### src/pkg/tcv_pkg.sv
// Constants shared by the two-channel timer value and full-duty block.
//
// How it works
// - With overflow toggle clear, the force bit drives the PWM output at full duty.
// - A force bit change takes effect only from the next PWM period.
// - Full duty holds through the period of clearing, normal duty returns afterwards.
// - Value register holds capture value or compare value; reset content is zero.
// - In capture mode, reading the high byte blocks captures until low byte read.
// - In compare mode, writing the high byte blocks matches and flag until low written.
// - With overflow toggle set on a compare channel, the pin toggles on overflow.
package tcv_pkg;

   // ***************************************************************
   // Register map: index of each register, byte address is four times it.
   // ***************************************************************
   localparam int          ADDR_W          = 9;
   localparam int          IDX_W           = 7;
   localparam logic [6:0]  IDX_CH0_HIGH    = 7'h46;
   localparam logic [6:0]  IDX_CH0_LOW     = 7'h47;
   localparam logic [6:0]  IDX_CH1_HIGH    = 7'h49;
   localparam logic [6:0]  IDX_CH1_LOW     = 7'h4A;
   localparam logic [6:0]  IDX_CTRL0       = 7'h50;
   localparam logic [6:0]  IDX_CTRL1       = 7'h51;
   localparam logic [6:0]  IDX_STATUS      = 7'h52;
   localparam logic [6:0]  IDX_MASK        = 7'h53;

   // ***************************************************************
   // Control register fields.
   // ***************************************************************
   localparam int          CTL_W           = 6;
   localparam int          CTL_FORCE_BIT   = 0;
   localparam int          CTL_OVT_BIT     = 1;
   localparam int          CTL_EDGE_LO     = 2;
   localparam int          CTL_UNBUF_BIT   = 4;
   localparam int          CTL_BUF_BIT     = 5;

   // ***************************************************************
   // Edge and output action codes, reset values.
   // ***************************************************************
   localparam logic [1:0]  EDGE_NONE       = 2'h0;
   localparam logic [1:0]  EDGE_RISE       = 2'h1;
   localparam logic [1:0]  EDGE_FALL       = 2'h2;
   localparam logic [1:0]  ACT_TOGGLE      = 2'h1;
   localparam logic [1:0]  ACT_CLEAR       = 2'h2;
   localparam logic [5:0]  CTRL_RST        = 6'h00;
   localparam logic [15:0] VALUE_RST       = 16'h0000;
   localparam logic [1:0]  FLAG_RST        = 2'h0;
   localparam logic [31:0] RDATA_RST       = 32'h0000_0000;

endpackage

### src/design/tcv_top.sv
// Two timer channels: value registers with byte interlocks, compare output and full-duty force.
module tcv_top
   import tcv_pkg::*;
#(
   parameter int NUM_CH = 2
)
(
   input  wire logic              clk_sys,
   input  wire logic              rst_n,
   input  wire logic [ADDR_W-1:0] avsAddress,
   input  wire logic              avsRead,
   input  wire logic              avsWrite,
   input  wire logic [31:0]       avsWritedata,
   input  wire logic [3:0]        avsByteenable,
   output logic [31:0]            avsReaddata,
   output logic                   avsWaitrequest,
   input  wire logic [15:0]       counterValue,
   input  wire logic              counterOverflow,
   input  wire logic [NUM_CH-1:0] capturePin,
   output logic [NUM_CH-1:0]      channelOut,
   output logic                   irq
);

   // ***************************************************************
   // State of the block.
   // ***************************************************************
   typedef struct packed
   {
      logic [NUM_CH-1:0][15:0]      value;
      logic [NUM_CH-1:0][CTL_W-1:0] ctrl;
      logic [NUM_CH-1:0]            capBlock;
      logic [NUM_CH-1:0]            cmpBlock;
      logic [NUM_CH-1:0]            forceAct;
      logic [NUM_CH-1:0]            pwmLevel;
      logic [NUM_CH-1:0]            outLevel;
      logic [NUM_CH-1:0]            sync1;
      logic [NUM_CH-1:0]            sync2;
      logic [NUM_CH-1:0]            syncPrev;
      logic [NUM_CH-1:0]            status;
      logic [NUM_CH-1:0]            mask;
      logic                         irq;
      logic                         waitReq;
      logic [31:0]                  rdata;
   } tcv_state_s;

   localparam tcv_state_s STATE_RST = '{
      value    : {NUM_CH{VALUE_RST}},
      ctrl     : {NUM_CH{CTRL_RST}},
      capBlock : '0,
      cmpBlock : '0,
      forceAct : '0,
      pwmLevel : '0,
      outLevel : '0,
      sync1    : '0,
      sync2    : '0,
      syncPrev : '0,
      status   : '0,
      mask     : '0,
      irq      : 1'b0,
      waitReq  : 1'b1,
      rdata    : RDATA_RST
   };

   localparam logic [1:0][6:0] IDX_HIGH = {IDX_CH1_HIGH, IDX_CH0_HIGH};
   localparam logic [1:0][6:0] IDX_LOW  = {IDX_CH1_LOW, IDX_CH0_LOW};
   localparam logic [1:0][6:0] IDX_CTRL = {IDX_CTRL1, IDX_CTRL0};

   tcv_state_s s_q;
   tcv_state_s s_d;

   // ***************************************************************
   // Next-state logic.
   // ***************************************************************
   always_comb
   begin
      logic [IDX_W-1:0]  idx;
      logic              request;
      logic              doWrite;
      logic              doRead;
      logic [NUM_CH-1:0] setFlag;
      logic [NUM_CH-1:0] clrFlag;
      logic [1:0]        edgeSel;
      logic              captureMode;
      logic              compareMode;
      logic              rise;
      logic              fall;
      logic              edgeHit;
      logic              match;
      idx         = avsAddress[ADDR_W-1:2];
      request     = avsRead | avsWrite;
      doWrite     = avsWrite & ~s_q.waitReq & avsByteenable[0];
      doRead      = avsRead & ~s_q.waitReq;
      setFlag     = '0;
      clrFlag     = '0;
      edgeSel     = EDGE_NONE;
      captureMode = 1'b0;
      compareMode = 1'b0;
      rise        = 1'b0;
      fall        = 1'b0;
      edgeHit     = 1'b0;
      match       = 1'b0;
      s_d         = s_q;

      // Pin synchronisers.
      s_d.sync1    = capturePin;
      s_d.sync2    = s_q.sync1;
      s_d.syncPrev = s_q.sync2;

      // Bus handshake: one wait cycle, then completion.
      if (request && s_q.waitReq)
      begin
         s_d.waitReq = 1'b0;
         s_d.rdata   = RDATA_RST;
         for (int c = 0; c < NUM_CH; c++)
         begin
            if (idx == IDX_HIGH[c])
            begin
               s_d.rdata[7:0] = s_q.value[c][15:8];
            end
            else if (idx == IDX_LOW[c])
            begin
               s_d.rdata[7:0] = s_q.value[c][7:0];
            end
            else if (idx == IDX_CTRL[c])
            begin
               s_d.rdata[CTL_W-1:0] = s_q.ctrl[c];
            end
         end
         if (idx == IDX_STATUS)
         begin
            s_d.rdata[NUM_CH-1:0] = s_q.status;
         end
         else if (idx == IDX_MASK)
         begin
            s_d.rdata[NUM_CH-1:0] = s_q.mask;
         end
      end
      else
      begin
         s_d.waitReq = 1'b1;
      end

      if (doWrite && idx == IDX_STATUS)
      begin
         clrFlag = avsWritedata[NUM_CH-1:0];
      end
      if (doWrite && idx == IDX_MASK)
      begin
         s_d.mask = avsWritedata[NUM_CH-1:0];
      end

      // Per-channel behaviour.
      for (int c = 0; c < NUM_CH; c++)
      begin
         edgeSel     = s_q.ctrl[c][CTL_EDGE_LO +: 2];
         compareMode = s_q.ctrl[c][CTL_BUF_BIT] | s_q.ctrl[c][CTL_UNBUF_BIT];
         captureMode = ~compareMode & (edgeSel != EDGE_NONE);
         rise        = s_q.sync2[c] & ~s_q.syncPrev[c];
         fall        = ~s_q.sync2[c] & s_q.syncPrev[c];
         edgeHit     = (rise & edgeSel[0]) | (fall & edgeSel[1]);

         if (doWrite && idx == IDX_CTRL[c])
         begin
            s_d.ctrl[c] = avsWritedata[CTL_W-1:0];
         end

         // Value register holds either capture or compare value.
         if (doWrite && idx == IDX_HIGH[c])
         begin
            s_d.value[c][15:8] = avsWritedata[7:0];
            if (compareMode)
            begin
               s_d.cmpBlock[c] = 1'b1;
            end
         end
         if (doWrite && idx == IDX_LOW[c])
         begin
            s_d.value[c][7:0] = avsWritedata[7:0];
            s_d.cmpBlock[c]   = 1'b0;
         end
         if (doRead && idx == IDX_HIGH[c] && captureMode)
         begin
            s_d.capBlock[c] = 1'b1;
         end
         if (doRead && idx == IDX_LOW[c])
         begin
            s_d.capBlock[c] = 1'b0;
         end
         if (!captureMode)
         begin
            s_d.capBlock[c] = 1'b0;
         end
         if (!compareMode)
         begin
            s_d.cmpBlock[c] = 1'b0;
         end

         // Capture of the whole counter in one cycle.
         if (captureMode && edgeHit && !s_q.capBlock[c])
         begin
            s_d.value[c] = counterValue;
            setFlag[c]   = 1'b1;
         end

         // Compare match, suppressed while the high byte waits for its low byte.
         match = compareMode & ~s_q.cmpBlock[c] & (counterValue == s_q.value[c]);
         if (match)
         begin
            setFlag[c] = 1'b1;
         end

         // Overflow takes precedence over a simultaneous compare.
         if (compareMode && counterOverflow && s_q.ctrl[c][CTL_OVT_BIT])
         begin
            s_d.pwmLevel[c] = ~s_q.pwmLevel[c];
         end
         else if (match)
         begin
            case (edgeSel)
               ACT_TOGGLE : s_d.pwmLevel[c] = ~s_q.pwmLevel[c];
               ACT_CLEAR  : s_d.pwmLevel[c] = 1'b0;
               EDGE_NONE  : s_d.pwmLevel[c] = s_q.pwmLevel[c];
               default    : s_d.pwmLevel[c] = 1'b1;
            endcase
         end

         // Full-duty force is sampled only at the period boundary.
         if (counterOverflow)
         begin
            s_d.forceAct[c] = s_q.ctrl[c][CTL_FORCE_BIT] & ~s_q.ctrl[c][CTL_OVT_BIT];
         end
         s_d.outLevel[c] = (compareMode & s_d.forceAct[c]) | s_d.pwmLevel[c];
      end

      // Sticky flags, set wins over clear, then interrupt.
      s_d.status = (s_q.status & ~clrFlag) | setFlag;
      s_d.irq    = |(s_d.status & s_d.mask);
   end

   // ***************************************************************
   // State register.
   // ***************************************************************
   always_ff @(posedge clk_sys or negedge rst_n)
   begin
      if (!rst_n)
      begin
         s_q <= STATE_RST;
      end
      else
      begin
         s_q <= s_d;
      end
   end

   // ***************************************************************
   // Outputs.
   // ***************************************************************
   assign avsReaddata    = s_q.rdata;
   assign avsWaitrequest = s_q.waitReq;
   assign channelOut     = s_q.outLevel;
   assign irq            = s_q.irq;

endmodule

### config.mk
export PLATFORM = sky130hd
export DESIGN_NAME = tcv_top
export DESIGN_NICKNAME = d
export VERILOG_FILES = /design/src/pkg/tcv_pkg.sv /design/src/design/tcv_top.sv
export SDC_FILE = /design/constraint.sdc
export NUM_CORES = 1
export LEC_CHECK = 0
export BUFFER_PORTS_ARGS = -buffer_cell sky130_fd_sc_hd__buf_2
export CORE_MARGIN = 3
export CORE_UTILIZATION = 49
export DETAILED_ROUTE_END_ITERATION = 16
export PLACE_DENSITY = 0.75
export SYNTH_ARGS = -nofsm -noshare
export SYNTH_HDL_FRONTEND = slang
export SYNTH_SLANG_ARGS = --single-unit
### constraint.sdc
create_clock -name clk_sys -period 1.9 [get_ports clk_sys]
set_clock_uncertainty 0.1 [all_clocks]
set_input_delay 0.285 -clock clk_sys [delete_from_list [all_inputs] [get_ports clk_sys]]
set_output_delay 0.285 -clock clk_sys [all_outputs]
set_load 0.02 [all_outputs]
==> PnR_summary.wiki <==
{| class="wikitable"
! Metric !! Value
|-
| Min-delay src || counterValue[7]
|-
| Residual DRC || 0
|-
| Die Footprint || 9940 sq um
|-
| Min setup slack post-route || 0.0800 ns
|-
| Cts bufs inserted || 9
|-
| Number of flops mapped to enable cells by yosys || 0
|-
| Peak supply drop || 528 uV
|-
| Die height || 99.7 um
|-
| Area of the multi-input gates || 2200 sq um
|-
| Power share of the clock group || 37.6%
|-
| Number of sinks on the clock net || 74
|-
| Cell count after synthesis || 433
|-
| Part of the total power dissipated in combinational logic || 17.4%
|-
| Initial antenna violation count || 0
|-
| Footprint of the flip-flops and latches || 1850 sq um
|-
| Total of flip-flops plus latches after synthesis || 74
|-
| Setup slack on the worst flop-to-flop path || 0.08 ns
|-
| Final Hold Fails || 0
|-
| Die W || 99.7 um
|-
| IO Pins || 104
|-
| Total of buffers placed on input and output ports || 50
|-
| Clock transition time at the flip-flop clock pins of the worst setup and hold paths || 0.08 ns
|-
| HPWL after detailed placement || 8740 um
|-
| Maximum clock rate || 549 MHz
|-
| Global-route wire length before repair || 18300 um
|-
| Filler cell count in the final layout || 697
|-
| Leakage || 0.00236 uW
|-
| Number of violations reported at the end of detailed-routing iteration 0 || 376
|-
| Clock tree from TritonCTS || built
|-
| Sequential-to-total area share from yosys stat || 43.1%
|-
| Most used cells in the layout excluding fill and tap cells || sky130_fd_sc_hd__dfrtp_1 (73), sky130_fd_sc_hd__nand2_1 (50), sky130_fd_sc_hd__buf_2 (49)
|-
| Most common cell after layout, fill and taps aside || sky130_fd_sc_hd__dfrtp_1
|-
| Starting utilization of the core area || 51.4%
|-
| Routed wirelength normalized by instance count || 19.1 um
|-
| Vias || 3598
|-
| Final period utilization || 95.8%
|-
| Worst setup timing slack at the placement stage || -0.185 ns
|-
| Syn-to-layout area delta || 17.1%
|-
| Worst hold slack across all endpoints || 0.103 ns
|-
| Status || finished clean
|-
| Data arrival time of the critical path || 2.02 ns
|-
| Maximum count of clock buffers along a single path || 2
|-
| Cell Pwr Density || 862 nW/um^2
|-
| Number of nets with antenna violations after detailed routing || 0
|-
| Syn_area_per_cell || 9.94 sq um
|-
| Row Count || 33
|-
| Number of vias per cell || 5.89
|-
| Total congestion overflow after global routing || 0
|-
| Final Max Slew Viols || 0
|-
| Reg power frac || 44.9%
|-
| Minimum clock period after layout || 1.82 ns
|-
| Primary FF master, synth || sky130_fd_sc_hd__dfrtp_1
|-
| All-layer global routing usage || 24.2%
|-
| Routability congestion estimate || 0.891
|-
| Reported net switching power || 1220 uW
|-
| Clk Latency, worst-skew pair || 0.35 ns
|-
| Fin util || 60.1%
|-
| Max cap viols || 0
|-
| Final-stage net count || 569
|-
| Routed WL || 11700 um
|-
| Count of cells along the worst register-to-register path || 6
|-
| Data required time at the worst endpoint || 2.10 ns
|-
| Kind of path behind the tightest hold check || input port to flop
|-
| Worst hold path depth || 3
|-
| Maximum number of pins on one net before global-route repair || 33
|-
| Number of antenna repair diodes || 0
|-
| Fraction of power spent switching nets || 28.1%
|-
| Critical path fanouts, max || 3
|-
| Total setup violations reported at the end of the flow || 0
|-
| Kind of launch point of the worst setup path || flop
|-
| Setup TNS || 0 ns
|-
| Critical path class || flop to flop
|-
| DRT Pass-1 Iters || 7
|-
| Worst Hold End || s_q[73]
|-
| R2r startpoint || s_q[69]
|-
| Post-synthesis instance area || 4300 sq um
|-
| Core footprint || 8380 sq um
|-
| Type of element capturing the critical path || flop
|-
| Worst reg2reg path endpoint || irq
|-
| CTS Root Buffer Type || sky130_fd_sc_hd__clkbuf_8
|-
| Internal Dissipation || 3120 uW
|-
| Post-synth ARST share || 100%
|-
| CTS H-tree depth || 3
|-
| Yosys warns || 0
|-
| Synth cell types || 59
|-
| Ratio of cells with drive above 1 in the final layout || 24.3%
|-
| Via count of the first global-routing pass || 3416
|}
## metal layers
| metal | GRT usage (%) | share of wire (%) | vias up |
|---|---|---|---|
| met5 | 0 | 0 | - |
| met4 | 12.1 | 3.8 | 0 |
| met3 | 3.79 | 9.8 | 35 |
| met2 | 35.1 | 43 | 211 |
| met1 | 35.1 | 43 | 1716 |
| li1 | - | - | 1636 |
## logic make-up after synthesis
group,count (synthesis),share of synthesized area [%]
buffers and inverters,56,8.40
other,1,0.0871
DFF,74,43.1
AOI/OAI and AO/OA,97,14.8
xor gates and xnor gates,32,6.51
and+or+nand+nor,123,15.1
muxes,50,12.0
## flip-flops by register name, summed over array words and instances (netlist names)
| signal | cells |
|---|---|
| avsReaddata | 8 |
| avsWaitrequest | 1 |
| channelOut | 2 |
| irq | 1 |
| s_d | 4 |
| s_q | 58 |
## power by group through the flow
stage	combinational, uW	clock [uW]	sequential [uW]
after floorplan	510	0	1900
after global routing	826	1710	1960
after CTS	752	1640	1940
after detailed placement	739	0	1970
final	757	1630	1950
after global placement	711	0	1950
## how the worst max path moves through the flow
stage | startpoint | end | slack (ns)
after floorplan | avsAddress[6] | s_q[68] | -0.07
after global placement | avsAddress[6] | s_q[68] | -0.12
after detailed placement | avsAddress[6] | s_q[68] | -0.19
after CTS | avsWaitrequest | irq | 0.04
after global routing | s_q[69] | channelOut[0] | -0.02
final | s_q[69] | irq | 0.08
## critical path: stages (launching register included)
cell and delay (ns):
sky130_fd_sc_hd__dfrtp_1 0.43, sky130_fd_sc_hd__xor2_1 0.18, sky130_fd_sc_hd__or3_1 0.36, sky130_fd_sc_hd__nor4_2 0.27
sky130_fd_sc_hd__buf_4 0.17, sky130_fd_sc_hd__a211o_1 0.14, sky130_fd_sc_hd__a22o_1 0.13
## per-stage QoR
step | instance area (sq um) | std cells | power [uW]
4_1_cts | 5030 | 611 | 4330
5_1_grt | 5040 | 611 | 4500
2_1_floorplan | 4390 | 456 | 2410
6_report | 5040 | 611 | 4340
3_5_place_dp | 4740 | 592 | 2710
3_3_place_gp | 4740 | 592 | 2670
## area by class of cell
| cell class | count | area share (%) |
|---|---|---|
| clock buffers | 11 | 2.81 |
| clock inverters | 5 | 2.48 |
| inverters | 6 | 0.447 |
| multi-input cells | 326 | 43.7 |
| flip-flops and latches | 74 | 36.8 |
| well taps | 105 | 2.61 |
| repair buffers | 84 | 11.2 |
## cells in the mapped netlist, drive strengths merged, types with 3 or more instances
| cell | n | area (sq um) |
|---|---|---|
| mux2i | 36 | 360 |
| xor2 | 4 | 35.0 |
| mux2 | 14 | 158 |
| xnor2 | 28 | 245 |
| buf | 37 | 290 |
| nand4 | 12 | 75.1 |
| nor2b | 6 | 37.5 |
| dfrtp | 73 | 1830 |
| nand3b | 4 | 30.0 |
| nand2 | 51 | 199 |
| clkbuf | 13 | 48.8 |
| a21oi | 8 | 40.0 |
| inv | 6 | 22.5 |
| nor2 | 11 | 41.3 |
| nand2b | 4 | 25.0 |
| a22o | 3 | 26.3 |
| nor3b | 4 | 30.0 |
| o22ai | 5 | 31.3 |
| a21boi | 6 | 45.0 |
| o221ai | 3 | 26.3 |
| o21ai | 45 | 229 |
| nor3 | 10 | 65.1 |
| a211oi | 3 | 22.5 |
| nand3 | 9 | 45.0 |
| a22oi | 3 | 22.5 |
| a222oi | 3 | 30.0 |
## what timing repair did
item | 4_1_cts | 5_1_grt
gates resized for setup | 0 | 2
endpoints found under the hold margin | 30 | 0
hold buffers | 3 | 0
setup endpoints to repair | 0 | 2
buffers inserted | 0 | 0
(Power assumes the default switching activity.)
